File: src/hw/frsc_pkg.sv
// Package for the flash reset/status host controller.
// Assumes a 100 MHz system clock and a Wishbone classic register port.
package frsc_pkg;
    // ------------------------------------------------------------
    // Register map (byte addresses)
    // ------------------------------------------------------------
    localparam logic [3:0] REG_CTRL   = 4'h0;
    localparam logic [3:0] REG_CMD    = 4'h4;
    localparam logic [3:0] REG_STATUS = 4'h8;
    localparam logic [3:0] REG_RDATA  = 4'hC;
    // CTRL fields
    localparam int CTRL_RESET_BIT = 0;
    localparam int CTRL_PEN_BIT   = 1;
    // CMD fields: [7:0] first code, [15:8] confirm code, bit16 two-cycle
    localparam int CMD_TWO_BIT    = 16;
    // STATUS fields
    localparam int ST_BUSY_BIT    = 0;
    localparam int ST_INRST_BIT   = 1;
    localparam int ST_RDY_BIT     = 2;
    localparam int ST_ERR_BIT     = 3;
    localparam int ST_SR_LSB      = 8;
    // ------------------------------------------------------------
    // Device command codes and status layout
    // ------------------------------------------------------------
    localparam logic [7:0] CODE_READ_STATUS  = 8'h70;
    localparam logic [7:0] CODE_CLEAR_STATUS = 8'h50;
    localparam logic [7:0] SR_RESET_VALUE    = 8'h80;
    localparam int SR_READY = 7;
    localparam int SR_ERASE_SUSP = 6;
    localparam int SR_ERASE_ERR  = 5;
    localparam int SR_PROG_ERR   = 4;
    localparam int SR_VPP_ERR    = 3;
    localparam int SR_PROG_SUSP  = 2;
    localparam int SR_LOCK_ERR   = 1;
    // ------------------------------------------------------------
    // Timing (ns) and derived cycle counts at 100 MHz
    // ------------------------------------------------------------
    localparam int CLK_PERIOD_NS          = 10;
    localparam int RESET_PULSE_MIN_NS     = 25000;
    localparam int RESET_TO_WRITE_WAIT_NS = 210;
    localparam int RESET_TO_READ_WAIT_NS  = 210;
    localparam int BUS_STROBE_NS          = 80;
    localparam int RESET_PULSE_CYC =
        (RESET_PULSE_MIN_NS + CLK_PERIOD_NS - 1) / CLK_PERIOD_NS;
    localparam int WRITE_WAIT_CYC =
        (RESET_TO_WRITE_WAIT_NS + CLK_PERIOD_NS - 1) / CLK_PERIOD_NS;
    localparam int READ_WAIT_CYC =
        (RESET_TO_READ_WAIT_NS + CLK_PERIOD_NS - 1) / CLK_PERIOD_NS;
    localparam int STROBE_CYC =
        (BUS_STROBE_NS + CLK_PERIOD_NS - 1) / CLK_PERIOD_NS;

    typedef enum logic [2:0] {
        FRSC_IDLE  = 3'b000,
        FRSC_RST   = 3'b001,
        FRSC_WAKE  = 3'b010,
        FRSC_WR1   = 3'b011,
        FRSC_GAP   = 3'b100,
        FRSC_WR2   = 3'b101,
        FRSC_RD    = 3'b110,
        FRSC_RDGAP = 3'b111
    } frsc_state_type;
endpackage

File: src/hw/frsc_host.sv
// Host controller driving a parallel flash reset, command writes and
// status reads, with a Wishbone classic slave for software.
// Assumes flash pins are synchronous to clk_sys; data bus is 16 bits.
//
// Functional notes
// [RL1] Device enters reset/power-down while reset_powerdown_n is low.
// [RL2] In reset the device deselects and floats its data outputs.
// [RL3] After reset, device reads array and status equals 80h.
// [RL4] Reset low aborts erase, program or lock configuration.
// [RL5] Aborted by reset, ready_busy_out stays low until reset completes.
// [RL6] Host holds reset low at least reset_pulse_min.
// [RL7] Host waits reset_to_write_wait before writes, reset_to_read_wait before reads.
// [RL8] Flash reset should follow system processor reset.
// [RL9] Program-enable supply in lockout allows only reads.
// [RL10] Commands go in by bus writes to the command_interface.
// [RL11] Altering commands use setup then immediate confirm write.
// [RL12] Status reads show status on low byte, 00h on high byte.
// [RL13] Error bits stay set until the clear-status command.
// [RL14] No page-mode reads in status mode; one access each.
// [RL15] Status latched on OE/CE fall; host toggles OE before next read.
// [RL16] Read-status works whatever the program-enable supply.
// [RL17] Bit 7 zero busy with bits 6..0 invalid; one ready.
// [RL18] Bit 6 shows erase suspend.
// [RL19] Bits 5:4 encode success, program, erase, sequence error.
// [RL20] Bit 3 flags supply out of limits, operation aborted.
// [RL21] Bit 2 shows program suspend.
// [RL22] Bit 1 flags locked block; bit 0 reserved.
// [RL23] Clear-status also selects status-read mode.
// [RL24] Program, erase or lock start selects status-read mode.
`timescale 1ns/1ns
`default_nettype none
module frsc_host
    import frsc_pkg::*;
#(
    parameter int RESET_PULSE = RESET_PULSE_CYC
) (
    input  wire logic        clk_sys,
    input  wire logic        srst,
    input  wire logic        wb_cyc_i,
    input  wire logic        wb_stb_i,
    input  wire logic        wb_we_i,
    input  wire logic [3:0]  wb_adr_i,
    input  wire logic [31:0] wb_dat_i,
    input  wire logic [3:0]  wb_sel_i,
    output logic [31:0]      wb_dat_o,
    output logic             wb_ack_o,
    output logic             reset_powerdown_n,
    output logic             ce_n,
    output logic             oe_n,
    output logic             we_n,
    output logic             program_enable_supply,
    output logic [15:0]      dq_o,
    output logic             dq_oe,
    input  wire logic [15:0] dq_i,
    input  wire logic        ready_busy_out
);
    import frsc_pkg::*;

    typedef struct packed {
        frsc_state_type st;
        logic           rst_req;
        logic           pen;
        logic [16:0]    cmd;
        logic           go;
        logic           rd_go;
        logic           err;
        logic [7:0]     sr;
        logic [15:0]    rdata;
        logic           rst_n;
        logic           ce_n;
        logic           oe_n;
        logic           we_n;
        logic [15:0]    dq;
        logic           dq_oe;
        logic [31:0]    wb_dat;
        logic           wb_ack;
        logic           tload;
        logic [15:0]    tval;
    } frsc_regs_type;

    frsc_regs_type r_ff, nxt_r;
    logic          t_done;

    frsc_timer #(.W(16)) u_timer (
        .clk_sys  (clk_sys),
        .srst     (srst),
        .load     (r_ff.tload),
        .load_val (r_ff.tval),
        .done     (t_done)
    );

    // Commands that alter the array, needing the supply enabled
    function automatic logic is_alter(input logic [7:0] c);
        return (c == 8'h20) || (c == 8'h40) || (c == 8'h10) || (c == 8'hE8)
            || (c == 8'h60);
    endfunction

    // ------------------------------------------------------------
    // Next state
    // ------------------------------------------------------------
    always_comb begin
        nxt_r        = r_ff;
        nxt_r.tload  = 1'b0;
        nxt_r.tval   = '0;
        nxt_r.wb_ack = 1'b0;
        // Wishbone slave; one wait cycle, ack drops after one cycle
        if (wb_cyc_i && wb_stb_i && !r_ff.wb_ack) begin
            nxt_r.wb_ack = 1'b1;
            nxt_r.wb_dat = '0;
            if (wb_we_i) begin
                case (wb_adr_i)
                    REG_CTRL: begin
                        if (wb_sel_i[0]) begin
                            nxt_r.rst_req = wb_dat_i[CTRL_RESET_BIT];
                            nxt_r.pen     = wb_dat_i[CTRL_PEN_BIT];
                        end
                    end
                    REG_CMD: begin
                        if (r_ff.st == FRSC_IDLE) begin
                            nxt_r.cmd = wb_dat_i[16:0];
                            // Lockout: altering commands refused by host
                            if (is_alter(wb_dat_i[7:0]) && !r_ff.pen) begin // RL9
                                nxt_r.err = 1'b1;
                            end else begin
                                nxt_r.go  = 1'b1;
                                nxt_r.err = 1'b0;
                            end
                        end
                    end
                    REG_RDATA: begin
                        if (r_ff.st == FRSC_IDLE) begin
                            nxt_r.rd_go = 1'b1;
                        end
                    end
                    default: begin
                    end
                endcase
            end else begin
                case (wb_adr_i)
                    REG_CTRL:   nxt_r.wb_dat = {30'h0, r_ff.pen, r_ff.rst_req};
                    REG_CMD:    nxt_r.wb_dat = {15'h0, r_ff.cmd};
                    REG_STATUS: nxt_r.wb_dat = {16'h0, r_ff.sr, 4'h0, r_ff.err,
                                    ready_busy_out, !r_ff.rst_n,
                                    r_ff.st != FRSC_IDLE};
                    REG_RDATA:  nxt_r.wb_dat = {16'h0, r_ff.rdata};
                    default:    nxt_r.wb_dat = '0;
                endcase
            end
        end
        case (r_ff.st)
            FRSC_IDLE: begin
                if (r_ff.rst_req) begin
                    // Reset aborts any running operation in the flash
                    nxt_r.st    = FRSC_RST; // RL4
                    nxt_r.rst_n = 1'b0; // RL1
                    nxt_r.tload = 1'b1;
                    nxt_r.tval  = 16'(RESET_PULSE);
                end else if (r_ff.go) begin
                    nxt_r.go    = 1'b0;
                    nxt_r.st    = FRSC_WR1; // RL10
                    nxt_r.ce_n  = 1'b0;
                    nxt_r.we_n  = 1'b0;
                    nxt_r.dq    = {8'h00, r_ff.cmd[7:0]};
                    nxt_r.dq_oe = 1'b1;
                    nxt_r.tload = 1'b1;
                    nxt_r.tval  = 16'(STROBE_CYC);
                end else if (r_ff.rd_go) begin
                    nxt_r.rd_go = 1'b0;
                    // Single access per read, OE falls fresh each time
                    nxt_r.st    = FRSC_RD; // RL14
                    nxt_r.ce_n  = 1'b0;
                    nxt_r.oe_n  = 1'b0; // RL15
                    nxt_r.tload = 1'b1;
                    nxt_r.tval  = 16'(STROBE_CYC);
                end
            end
            FRSC_RST: begin
                // Hold reset for the minimum pulse
                if (t_done && !r_ff.rst_req) begin // RL6
                    nxt_r.st    = FRSC_WAKE;
                    nxt_r.rst_n = 1'b1;
                    nxt_r.sr    = SR_RESET_VALUE; // RL3
                    nxt_r.tload = 1'b1;
                    nxt_r.tval  = 16'(WRITE_WAIT_CYC > READ_WAIT_CYC ?
                                      WRITE_WAIT_CYC : READ_WAIT_CYC);
                end
            end
            FRSC_WAKE: begin
                if (t_done) begin // RL7
                    nxt_r.st = FRSC_IDLE;
                end
            end
            FRSC_WR1: begin
                if (t_done) begin
                    nxt_r.ce_n  = 1'b1;
                    nxt_r.we_n  = 1'b1;
                    nxt_r.st    = r_ff.cmd[CMD_TWO_BIT] ? FRSC_GAP : FRSC_RDGAP;
                    nxt_r.tload = 1'b1;
                    nxt_r.tval  = 16'(STROBE_CYC);
                end
            end
            FRSC_GAP: begin
                // Confirm follows setup with nothing in between
                if (t_done) begin // RL11
                    nxt_r.st    = FRSC_WR2;
                    nxt_r.ce_n  = 1'b0;
                    nxt_r.we_n  = 1'b0;
                    nxt_r.dq    = {8'h00, r_ff.cmd[15:8]};
                    nxt_r.tload = 1'b1;
                    nxt_r.tval  = 16'(STROBE_CYC);
                end
            end
            FRSC_WR2: begin
                if (t_done) begin
                    nxt_r.ce_n  = 1'b1;
                    nxt_r.we_n  = 1'b1;
                    nxt_r.st    = FRSC_RDGAP;
                    nxt_r.tload = 1'b1;
                    nxt_r.tval  = 16'(STROBE_CYC);
                end
            end
            FRSC_RD: begin
                nxt_r.dq_oe = 1'b0;
                if (t_done) begin
                    nxt_r.rdata = dq_i;
                    // Status sits on the low byte
                    nxt_r.sr    = dq_i[7:0]; // RL12
                    nxt_r.ce_n  = 1'b1;
                    nxt_r.oe_n  = 1'b1;
                    nxt_r.st    = FRSC_RDGAP;
                    nxt_r.tload = 1'b1;
                    nxt_r.tval  = 16'(STROBE_CYC);
                end
            end
            FRSC_RDGAP: begin
                nxt_r.dq_oe = 1'b0;
                if (t_done) begin
                    nxt_r.st = FRSC_IDLE;
                end
            end
            default: nxt_r.st = FRSC_IDLE;
        endcase
        if (r_ff.rst_req && r_ff.st != FRSC_RST && r_ff.st != FRSC_IDLE) begin
            nxt_r.st    = FRSC_RST;
            nxt_r.rst_n = 1'b0;
            nxt_r.ce_n  = 1'b1;
            nxt_r.oe_n  = 1'b1;
            nxt_r.we_n  = 1'b1;
            nxt_r.dq_oe = 1'b0;
            nxt_r.tload = 1'b1;
            nxt_r.tval  = 16'(RESET_PULSE);
        end
    end

    // ------------------------------------------------------------
    // State register
    // ------------------------------------------------------------
    always_ff @(posedge clk_sys) begin
        if (srst) begin
            // Flash reset asserted with system reset so boot reads array
            r_ff       <= '0; // RL8
            r_ff.st    <= FRSC_RST;
            r_ff.tload <= 1'b1;
            r_ff.tval  <= 16'(RESET_PULSE);
            r_ff.ce_n  <= 1'b1;
            r_ff.oe_n  <= 1'b1;
            r_ff.we_n  <= 1'b1;
            r_ff.sr    <= SR_RESET_VALUE;
        end else begin
            r_ff <= nxt_r;
        end
    end

    assign wb_dat_o              = r_ff.wb_dat;
    assign wb_ack_o              = r_ff.wb_ack;
    assign reset_powerdown_n     = r_ff.rst_n;
    assign ce_n                  = r_ff.ce_n;
    assign oe_n                  = r_ff.oe_n;
    assign we_n                  = r_ff.we_n;
    assign program_enable_supply = r_ff.pen;
    assign dq_o                  = r_ff.dq;
    assign dq_oe                 = r_ff.dq_oe;

    // ------------------------------------------------------------
    // Checks
    // ------------------------------------------------------------
    logic [15:0] low_cnt_ff;
    always_ff @(posedge clk_sys) begin
        if (srst || r_ff.rst_n) begin
            low_cnt_ff <= '0;
        end else if (low_cnt_ff != 16'hFFFF) begin
            low_cnt_ff <= low_cnt_ff + 16'h0001;
        end
    end

    a_reset_pulse_len: assert property (@(posedge clk_sys) disable iff (srst) // RL6
        $rose(r_ff.rst_n) |-> low_cnt_ff >= 16'(RESET_PULSE))
        else $error("reset pulse too short");
    a_wake_no_write: assert property (@(posedge clk_sys) disable iff (srst) // RL7
        $rose(r_ff.rst_n) |-> r_ff.we_n [*8])
        else $error("write too soon after reset");
    a_reset_floats: assert property (@(posedge clk_sys) disable iff (srst) // RL2
        !r_ff.rst_n |-> !r_ff.dq_oe && r_ff.ce_n)
        else $error("bus driven during reset");
    a_sr_after_reset: assert property (@(posedge clk_sys) disable iff (srst) // RL3
        $rose(r_ff.rst_n) |-> r_ff.sr == SR_RESET_VALUE)
        else $error("status not preset after reset");
    a_confirm_follows: assert property (@(posedge clk_sys) disable iff (srst) // RL11
        (r_ff.st == FRSC_GAP) |-> ##[1:20] (r_ff.st == FRSC_WR2) || !r_ff.rst_n)
        else $error("confirm write missing");
    a_lockout_block: assert property (@(posedge clk_sys) disable iff (srst) // RL9
        (r_ff.st == FRSC_WR1) |-> r_ff.pen || !is_alter(r_ff.cmd[7:0]))
        else $error("altering command in lockout");
    a_read_oe_rise: assert property (@(posedge clk_sys) disable iff (srst) // RL15
        $fell(r_ff.oe_n) |-> $past(r_ff.oe_n, 2))
        else $error("oe not toggled between reads");
    a_write_data_on: assert property (@(posedge clk_sys) disable iff (srst) // RL10
        !r_ff.we_n |-> r_ff.dq_oe && !r_ff.ce_n && r_ff.oe_n)
        else $error("write without driven data");
endmodule
`default_nettype wire

File: src/hw/frsc_timer.sv
// Down-counter used for reset pulse, wake-up and strobe timing.
// Assumes one clock; load has priority over counting.
`timescale 1ns/1ns
`default_nettype none
module frsc_timer #(
    parameter int W = 16
) (
    input  wire logic         clk_sys,
    input  wire logic         srst,
    input  wire logic         load,
    input  wire logic [W-1:0] load_val,
    output logic              done
);
    logic [W-1:0] cnt_ff;

    always_ff @(posedge clk_sys) begin
        if (srst) begin
            cnt_ff <= '0;
        end else if (load) begin
            cnt_ff <= load_val;
        end else if (cnt_ff != '0) begin
            cnt_ff <= cnt_ff - 1'b1;
        end
    end

    assign done = (cnt_ff == '0) && !load;
endmodule
`default_nettype wire

File: config.mk
export PLATFORM = sky130hd
export DESIGN_NAME = frsc_host
export DESIGN_NICKNAME = d
export VERILOG_FILES = /design/src/hw/frsc_pkg.sv /design/src/hw/frsc_host.sv /design/src/hw/frsc_timer.sv
export SDC_FILE = /design/constraint.sdc
export NUM_CORES = 1
export LEC_CHECK = 0
export BUFFER_PORTS_ARGS = -buffer_cell sky130_fd_sc_hd__clkbuf_2
export CAP_MARGIN = 5
export CORE_MARGIN = 5
export CORE_UTILIZATION = 43
export CTS_CLUSTER_DIAMETER = 80
export DETAILED_ROUTE_END_ITERATION = 12
export PLACE_DENSITY = 0.66
export SETUP_SLACK_MARGIN = 0.2
export SLEW_MARGIN = 20
export SYNTH_ARGS = -nofsm -noshare
export SYNTH_HDL_FRONTEND = slang
export SYNTH_SLANG_ARGS = --single-unit
File: constraint.sdc
create_clock -name clk_sys -period 3.05 [get_ports clk_sys]
set_clock_uncertainty 0.05 [all_clocks]
set_input_delay 0.4575 -clock clk_sys [delete_from_list [all_inputs] [get_ports clk_sys]]
set_output_delay 0.4575 -clock clk_sys [all_outputs]
set_load 0.005 [all_outputs]
==> flow_summary.ini, run 1 <==
[clock_network]
clock_latency_ns = 0.34
cts-root-buf = clkbuf_16
clk_pin_slew_worst_paths_ns = 0.07
cts_setup_buffers = 0
h-tree-depth = 3
cts_buffers = 9
clockBufferDepth = 2
cts_resized = 0
cts_tree = built
postCtsHoldBufs = 0
cts_sinks = 101

[place]
place_ws_ns = 0.8104
dp_cells = 754
place_hpwl_um = 8679
place_congestion = 0.8473
portBuffers = 75

[worst_setup_path]
cpPeakStageDelay_ns = 0.74
path_class = reg2reg
r2r_slack_ns = 0.77
critPathMaxFanout = 18
startpoint_type = flop
cp_num_buf_inv = 0
cp-end-kind = flop
rr_endpoint = r_ff[94]
crit_chain = nand3b_1 -> or4_4 -> a211oi_2 -> nand2_1
worst_path_max_delay_cell = or4_4
crit_family = simple AND/OR/NAND/NOR gates
worst_r2r_startpoint = r_ff[119]
required_ns = 3.23
rr_worst_depth = 4
critical_path_arrival_ns = 2.46

[detailed_routing]
wire_per_inst_um = 15.35
dr.pass1.iters = 4
vias = 4003
drt-initial-drc-count = 304
wirelength_um = 11810
ant_nets = 0
post-route-drc-count = 0
via_per_inst = 5.205

[power]
vdd_drop_max_v = 0.0004165
powerDensity_mw_per_mm2 = 639.2
p_leak_uw = 0.002043
total_power_uw = 3421

[layout]
multiInputGateArea_mm2 = 0.002394
fill_cells = 1070
antenna_cells = 0
drive_gt1_share_pct = 20.19
stdcell_count = 769
seqCellArea_mm2 = 0.002022
fin_util_pct = 48.72
syn_to_final_growth_pct = 9.807
nNetsFinal = 688

[global_route]
antenna_found_initial = 0
first_global_vias = 3768
grt_use_total_pct = 17.58
grt_pass1_wl_um = 18950
grt_max_degree = 63
grt_overflow = 0

[yosys]
post-synth-top-count-cell = dfxtp_1
ys_seq_area_share_pct = 41.49
synth_commonest_cells = dfxtp_1 (101), nand2_1 (94), a21oi_1 (73)
syn_avg_cell_area_um2 = 8.232
syn_area_mm2 = 0.004873
synth_cells = 592
synth_warnings = 0
synth_area_leaders = dfxtp_1 (41%), buf_4 (7.5%), a21oi_1 (7.5%)
yosysTopAreaCell = dfxtp_1
synthArstFlopShare_pct = 0
ys_ff_latch = 101
netlist.area_leader.share_pct = 41.49
synth_edf_count = 0
ys_types = 51
synth_flop_cell = dfxtp_1

[min_path]
holdPathEnd = r_ff[83]
hp-start = dq_i[12]
whs_path_depth = 3
hold_path_class = in2reg

[timing]
fin_crit_sh_pct = 74.70
finalSetupTns_ns = 0
max_slew_margin_pct = 53.12
setup_ws_ns = 0.7715
hold_viol = 0
rsz0062_at_grt = false
worst_pin_slew_ns = 0.7018
finalMaxSlewViolations = 0
timing.fmax_mhz = 438.9
finalCriticalPeriod_ns = 2.278
setup_violations = 0

[run_status]
status = finished clean

[floorplanning]
rows = 38
initial_utilization_pct = 44.37
die_h_um = 116.5
dieWidth_um = 116.5
ios = 117
die_area_mm2 = 0.01356
core_mm2 = 0.01098

[run]
drv_cap = 0
-- final cells by class --
type,count,share of cell area (%)
Clock buffer,9,4.209
Multi-Input combinational cell,423,44.73
Tap cell,140,3.273
Sequential cell,101,37.78
Timing Repair Buffer,84,8.277
Clock inverter,6,1.309
Inverter,6,0.4209
-- report_power, final --
group          internal [uW]  leakage (uW)  switching, uW
clock                    637      0.000135            499
sequential              1390      0.000818            129
combinational            323       0.00109            445
-- cells by family after synthesis --
logic type                 synth area share (%)
and+or+nand+nor                           22.44
AOI/OAI and AO/OA                         16.61
DFF                                       41.49
buffers and inverters                     11.09
muxes                                     5.700
xor gates and xnor gates                  2.336
adders and majority gates                0.2567
other                                   0.07695
-- per-stage QoR --
step	hold slack (ns)	area [um^2]
after floorplan	0.3763	4956
after global placement	0.3853	5056
after detailed placement	0.3926	5056
after CTS	0.2742	5351
after global routing	0.2753	5351
final	0.2849	5351
-- worst max-delay path by stage --
stage | start | end | slack, ns | depth (start not counted)
2_1_floorplan | u_timer.cnt_ff[6] | r_ff[94] | 1.01 | 6
3_3_place_gp | r_ff[119] | r_ff[94] | 0.82 | 4
3_5_place_dp | r_ff[119] | r_ff[94] | 0.81 | 4
4_1_cts | r_ff[119] | r_ff[94] | 0.81 | 4
5_1_grt | r_ff[119] | r_ff[94] | 0.69 | 4
6_report | r_ff[119] | r_ff[94] | 0.77 | 4
-- tightest hold or removal path: stages --
cell and delay, ns:
clkbuf_2 0.08, nand2_1 0.04, a21oi_1 0.05
-- cells in the final DEF (no fill, tap or decap), drive strengths merged, types with 3 or more instances in the layout --
master | synthesis | layout
dfxtp | 101 | 101
nand2 | 94 | 94
clkbuf | 28 | 84
a21oi | 74 | 74
nor2 | 73 | 73
conb | 1 | 23
a22oi | 15 | 15
mux2 | 14 | 14
a211oi | 14 | 14
mux2i | 12 | 12
nor4 | 11 | 11
nor3 | 10 | 10
buf | 56 | 9
inv | 6 | 8
xnor2 | 7 | 7
o21ai | 7 | 7
nand3 | 6 | 6
xor2 | 6 | 6
or3 | 5 | 5
or4 | 5 | 5
nand4 | 5 | 5
o31a | 4 | 4
nor2b | 4 | 4
nand3b | 3 | 3
or2 | 3 | 3
o21a | 3 | 3
o211ai | 3 | 3
o31ai | 3 | 3
clkinvlp | 0 | 3
-- registers in the layout, summed over array words and instances, names as in the netlist --
name                   flops
r_ff                      53
wb_dat_o                  17
u_timer.cnt_ff            16
dq_o                       8
ce_n                       1
dq_oe                      1
oe_n                       1
program_enable_supply      1
reset_powerdown_n          1
wb_ack_o                   1
we_n                       1
-- metal layers --
| metal | share of wire (%) | global-route usage, % | vias up |
|---|---|---|---|
| li1 | - | - | 2030 |
| met1 | 44 | 23.38 | 1875 |
| met2 | 50 | 29.67 | 93 |
| met3 | 5.0 | 4.456 | 5 |
| met4 | 0.52 | 2.320 | 0 |
| met5 | 0 | 0 | - |
(Power assumes the default switching activity.)
==> inputs of run 2 (changes only) <==
--- a/config.mk
+++ b/config.mk
@@ -11,7 +11,7 @@
 export CORE_UTILIZATION = 43
 export CTS_CLUSTER_DIAMETER = 80
 export DETAILED_ROUTE_END_ITERATION = 12
-export PLACE_DENSITY = 0.66
+export PLACE_DENSITY = 0.69
 export SETUP_SLACK_MARGIN = 0.2
 export SLEW_MARGIN = 20
 export SYNTH_ARGS = -nofsm -noshare
==> constraint.sdc (replaced) <==
create_clock -name clk_sys -period 1.8 [get_ports clk_sys]
set_clock_uncertainty 0.05 [all_clocks]
set_input_delay 0.27 -clock clk_sys [delete_from_list [all_inputs] [get_ports clk_sys]]
set_output_delay 0.27 -clock clk_sys [all_outputs]
set_load 0.005 [all_outputs]
==> run 2 against run 1 <==
  * The run now ends with setup timing left
  * Combinational power rose to 3.3 times the previous value
  * Register-to-register slack worse by 0.96 ns
  * Wire length up 23%
  * Critical path type unchanged
==> flow_summary.ini, run 2 (same netlist as run 1, synthesis figures left out) <==
[run_status]
status = finished, violations left
violations = setup timing

[detailed_routing]
wire_per_inst_um = 17.16
ant_nets = 0
vias = 4576
via_per_inst = 5.422
dr.pass1.iters = 4
wirelength_um = 14480
drt-initial-drc-count = 221
post-route-drc-count = 0

[min_path]
hold_path_class = in2reg

[clock_network]
h-tree-depth = 3
cts_sinks = 101
clockBufferDepth = 2
cts_tree = built
clk_pin_slew_worst_paths_ns = 0.07
cts_buffers = 9
cts-root-buf = clkbuf_16
clock_latency_ns = 0.35

[timing]
fin_crit_sh_pct = 110.7
rsz0062_at_grt = true
setup_violations = 47
finalSetupTns_ns = -4.391
worst_pin_slew_ns = 0.6896
max_slew_margin_pct = 53.93
timing.fmax_mhz = 502.0
finalCriticalPeriod_ns = 1.992
hold_viol = 0
setup_ws_ns = -0.1920
finalMaxSlewViolations = 0

[place]
portBuffers = 75
place_hpwl_um = 9651
placed_area_mm2 = 0.005610
place_congestion = 0.8830

[layout]
syn_to_final_growth_pct = 36.43
nNetsFinal = 763
fin_util_pct = 60.54
antenna_cells = 0
drive_gt1_share_pct = 44.18
largest_reg_flops = 53
regMostFlops = r_ff
final_common_cell = dfxtp_1
final_area_mm2 = 0.006649
mostFrequentLayoutCells = dfxtp_1 (90), clkbuf_2 (75), nand2_1 (65), nor2_1 (64), buf_4 (51)
fill_cells = 913

[global_route]
antenna_found_initial = 0
grt_use_total_pct = 20.55
grt_pass1_wl_um = 21890
grt_overflow = 0
grt_max_degree = 53
first_global_vias = 4472

[power]
powerDensity_mw_per_mm2 = 1061
p_leak_uw = 0.002631
vdd_drop_max_v = 0.0005903

[run]
drv_cap = 0

[worst_setup_path]
crit_chain = nor4_4 -> buf_4 -> nand4_1 -> buf_6 -> buf_6 -> o211ai_1 -> and2_4 -> a211oi_1
cpPeakStageDelay_ns = 0.36
cp-end-kind = flop
required_ns = 1.98
worst_path_max_delay_cell = nor4_4
critical_path_arrival_ns = 2.17
critPathMaxFanout = 3
path_class = reg2reg
crit_top_cell = buf_6
startpoint_type = flop

[floorplanning]
rows = 38
initial_utilization_pct = 44.37
die_area_mm2 = 0.01356
ios = 117
die_h_um = 116.5
dieWidth_um = 116.5
core_mm2 = 0.01098
==> run 2: changes by cell type in the layout (fill, tap and decap cells not counted), moves of 9 or more <==
cell / before / now
dfxtp_2: 0 / 11
buf_6: 0 / 28
a21oi_2: 0 / 26
nand2_4: 0 / 20
nand2_2: 0 / 9
nand2_1: 94 / 65
buf_4: 9 / 51
dfxtp_1: 101 / 90
a21oi_1: 73 / 47
==> run 2: repair_timing <==
| item | CTS | global route |
|---|---|---|
| cloned | 0 | 2 |
| endpoints found under the setup margin | 79 | 94 |
| hold buffers | 0 | 0 |
| pin swaps | 41 | 27 |
| gates resized for setup | 66 | 91 |
| buffers inserted | 8 | 4 |
==> run 2: cell type report <==
class	instances	area [um^2]	share of cell area, %
multi-input combinational	423	2932	44.09
sequential	101	2036	30.62
timing repair buffer	159	1184	17.80
clock buffer	11	252.7	3.801
tap	140	175.2	2.635
clock inverter	4	47.55	0.7151
inverter	6	22.52	0.3387
==> run 2: path summary, 6_finish.rpt <==
kind / from / to / slack [ns] / cells after the start
min reg2reg: r_ff[3] / u_timer.cnt_ff[3] / 0.41 / 2
max reg2reg: u_timer.cnt_ff[3] / r_ff[119] / -0.19 / 8
min: wb_dat_i[12] / r_ff[110] / 0.09 / 3
max: u_timer.cnt_ff[3] / r_ff[119] / -0.19 / 8
==> run 2: per-layer routing <==
| layer | up-vias | GRT usage [%] | wire length, um |
|---|---|---|---|
| met5 | - | 0 | 0 |
| met2 | 161 | 32.76 | 7214 |
| met3 | 23 | 4.611 | 947 |
| li1 | 2191 | - | - |
| met1 | 2201 | 27.23 | 5990 |
| met4 | 0 | 7.734 | 331 |
==> run 2: power breakdown <==
group	internal [uW]	total [uW]	switching, uW
clock	1140	1990	851
combinational	1280	2550	1270
sequential	2370	2510	147
==> run 2: critical path: cells and delay by family, from the launching register on <==
family                 cells  cell delay (ns)
AOI/OAI and AO/OA          2             0.29
DFF                        1             0.34
and+or+nand+nor            3             0.71
buffers and inverters      3             0.49
==> run 2: stage by stage <==
step,worst slack [ns],std cells,total power [uW],hold WS [ns]
2_1_floorplan,-0.1162,614,3732,0.3441
3_3_place_gp,-0.04721,815,4382,0.3766
3_5_place_dp,-0.09308,815,4443,0.3830
4_1_cts,-0.1087,838,6756,0.09004
5_1_grt,-0.2584,844,7396,0.1026
6_report,-0.1920,844,7058,0.09481
==> inputs of run 3 (changes only) <==
--- a/config.mk
+++ b/config.mk
@@ -5,12 +5,14 @@
 export SDC_FILE = /design/constraint.sdc
 export NUM_CORES = 1
 export LEC_CHECK = 0
+export ABC_AREA = 1
 export BUFFER_PORTS_ARGS = -buffer_cell sky130_fd_sc_hd__clkbuf_2
 export CAP_MARGIN = 5
 export CORE_MARGIN = 5
 export CORE_UTILIZATION = 43
 export CTS_CLUSTER_DIAMETER = 80
 export DETAILED_ROUTE_END_ITERATION = 12
+export MAX_ROUTING_LAYER = met4
 export PLACE_DENSITY = 0.69
 export SETUP_SLACK_MARGIN = 0.2
 export SLEW_MARGIN = 20
==> run 3 against run 2 <==
  * The flow now finishes without violations
  * Global-route usage decreased by 0.80 points
  * Cell count increased by 6.6%
  * Synthesized area increased by 1.3%
  * First-iteration DRC count increased by 42%
  * Sequential power increased by 7%
  * Wire length decreased by 5.3%
  * Largest power group unchanged
  * Highest routed layer unchanged
==> flow_summary.ini, run 3 <==
[power]
pwr-share-comb_pct = 39.8
p_clk_share_pct = 25.7
vdd_drop_max_v = 0.0005480
seqPwrFrac_pct = 34.5
p_switching_uw = 2839
p_int_uw = 4925
p_sw_share_pct = 36.56
powerDensity_mw_per_mm2 = 1279
p_leak_uw = 0.002604

[yosys]
synthArstFlopShare_pct = 0
synth_area_leaders = dfxtp_1 (41%), nand2_1 (10%), a21oi_1 (7.9%)
netlist.area_leader.share_pct = 40.97
ys_seq_area_share_pct = 40.97
synth_edf_count = 0
syn_area_mm2 = 0.004935
yosysTopAreaCell = dfxtp_1
syn_avg_cell_area_um2 = 7.387
synth_cells = 668
synth_warnings = 0
ys_types = 43
post-synth-top-count-cell = nand2_1
synth_commonest_cells = nand2_1 (137), dfxtp_1 (101), a21oi_1 (78)
ys_ff_latch = 101
synth_flop_cell = dfxtp_1

[min_path]
hold_path_class = in2reg
hp-start = dq_i[11]
whs_path_depth = 3
holdPathEnd = r_ff[82]

[worst_setup_path]
critical_path_arrival_ns = 1.79
rr_endpoint = r_ff[117]
path_class = reg2reg
crit_chain = nor2_2 -> nand2_2 -> nor2_4 -> nand3_4 -> buf_8 -> a21oi_4 -> nand2_1 -> nand2_1 -> nand3_1
worst_r2r_startpoint = u_timer.cnt_ff[9]
cp-end-kind = flop
cpPeakStageDelay_ns = 0.32
startpoint_type = flop
critPathMaxFanout = 7
required_ns = 1.96
r2r_slack_ns = 0.17
crit_top_cell = nand2_1
rr_worst_depth = 9
worst_path_max_delay_cell = dfxtp_1

[layout]
mostFrequentLayoutCells = nand2_1 (126), dfxtp_1 (91), clkbuf_2 (75), a21oi_1 (68), nor2_1 (55)
drive_gt1_share_pct = 30.52
multiInputGateArea_mm2 = 0.002504
nNetsFinal = 815
largest_reg_flops = 53
antenna_cells = 0
stdcell_count = 900
final_common_cell = nand2_1
regMostFlops = r_ff
syn_to_final_growth_pct = 23.05
final_area_mm2 = 0.006072
fill_cells = 1062
seqCellArea_mm2 = 0.002037

[clock_network]
h-tree-depth = 3
clockBufferDepth = 2
postCtsHoldBufs = 0
cts_tree = built
cts_buffers = 9
clk_pin_slew_worst_paths_ns = 0.07
cts_sinks = 101
cts-root-buf = clkbuf_16
clock_latency_ns = 0.34

[detailed_routing]
wirelength_um = 13710
post-route-drc-count = 0
dr.pass1.iters = 5
drt-initial-drc-count = 313
wire_per_inst_um = 15.24
vias = 4657
ant_nets = 0
via_per_inst = 5.174

[floorplanning]
ios = 117
initial_utilization_pct = 43.59
rows = 39
die_h_um = 117.1
die_area_mm2 = 0.01372
dieWidth_um = 117.1
core_mm2 = 0.01132

[place]
placed_area_mm2 = 0.005365
place_hpwl_um = 10050
portBuffers = 75
place_ws_ns = 0.05113
place_congestion = 0.8802
dp_cells = 867

[timing]
setup_ws_ns = 0.1676
hold_slack_ns = 0.09551
fin_crit_sh_pct = 90.69
setup_violations = 0
finalCriticalPeriod_ns = 1.632
hold_viol = 0
worst_pin_slew_ns = 0.5616
max_slew_margin_pct = 62.17
timing.fmax_mhz = 612.6
finalMaxSlewViolations = 0
rsz0062_at_grt = true
finalSetupTns_ns = 0

[run]
drv_cap = 0

[global_route]
first_global_vias = 4196
grt_max_degree = 30
antenna_found_initial = 0
grt_pass1_wl_um = 20470
grt_overflow = 0
grt_use_total_pct = 19.75

[run_status]
status = finished clean
## run 3: cell count changes in the layout (fill, tap and decap cells not counted), moves of 16 or more
| cell | delta |
|---|---|
| nand2_1 | +61 |
| inv_1 | +36 |
| o21ai_0 | +31 |
| nand3_1 | +29 |
| buf_6 | -23 |
| a21oi_1 | +21 |
| buf_4 | -16 |
## run 3: worst max path at each step
stage / start / to / cells after the start
2_1_floorplan: u_timer.cnt_ff[1] / we_n / 10
3_3_place_gp: u_timer.cnt_ff[1] / r_ff[117] / 10
3_5_place_dp: u_timer.cnt_ff[1] / r_ff[117] / 10
4_1_cts: u_timer.cnt_ff[0] / ce_n / 12
5_1_grt: u_timer.cnt_ff[9] / r_ff[117] / 9
6_report: u_timer.cnt_ff[9] / r_ff[117] / 9
## run 3: cell families (layout without fill, tap and decap cells)
logic type,after synthesis,count (layout),synth area share [%]
other cells,1,23,0.07599
xor+xnor,5,5,0.8876
compound gates,150,150,16.99
flops,101,101,40.97
fa+ha+maj,1,1,0.2535
simple gates,285,285,26.80
buf+inv,125,192,14.02
## run 3: area by class of cell
class | count | share of cell area (%)
Sequential cell | 101 | 33.55
Inverter | 52 | 3.379
Clock inverter | 6 | 1.133
Clock buffer | 10 | 3.936
Timing Repair Buffer | 123 | 13.74
Tap cell | 143 | 2.947
Multi-Input combinational cell | 464 | 41.23
Timing Repair inverter | 1 | 0.08242
## run 3: timing repair
item | 4_1_cts | 5_1_grt
cloned | 0 | 3
setup buffers | 4 | 10
pin swaps | 9 | 18
gates resized for setup | 27 | 57
endpoints found under the setup margin | 45 | 80
## run 3: power groups by stage
stage	registers, uW	logic, uW	clock network (uW)
floorplan	2620	1760	0
global placement	2660	2360	0
detailed placement	2670	2400	0
CTS	2660	2700	2020
global route	2700	3400	2130
finish	2680	3090	2000
## run 3: per-layer routing
| layer | vias up | global-route usage, % | wire length (um) |
|---|---|---|---|
| met3 | 32 | 3.702 | 1069 |
| met1 | 2122 | 27.50 | 6113 |
| li1 | 2310 | - | - |
| met5 | - | - | 0 |
| met4 | 0 | 8.563 | 408 |
| met2 | 193 | 27.91 | 6122 |
## run 3: worst max-delay path, delay by kind of cell (launching register included)
family,cells,cell delay (ns)
buf+inv,1,0.16
simple gates,7,0.76
flops,1,0.32
compound gates,1,0.20
## run 3: through the flow
step	utilization, %	power, uW
after global routing	53.64	8232
after detailed placement	47.39	5066
after floorplan	-	4386
final	53.64	7764
after global placement	47.39	5017
after CTS	51.12	7385
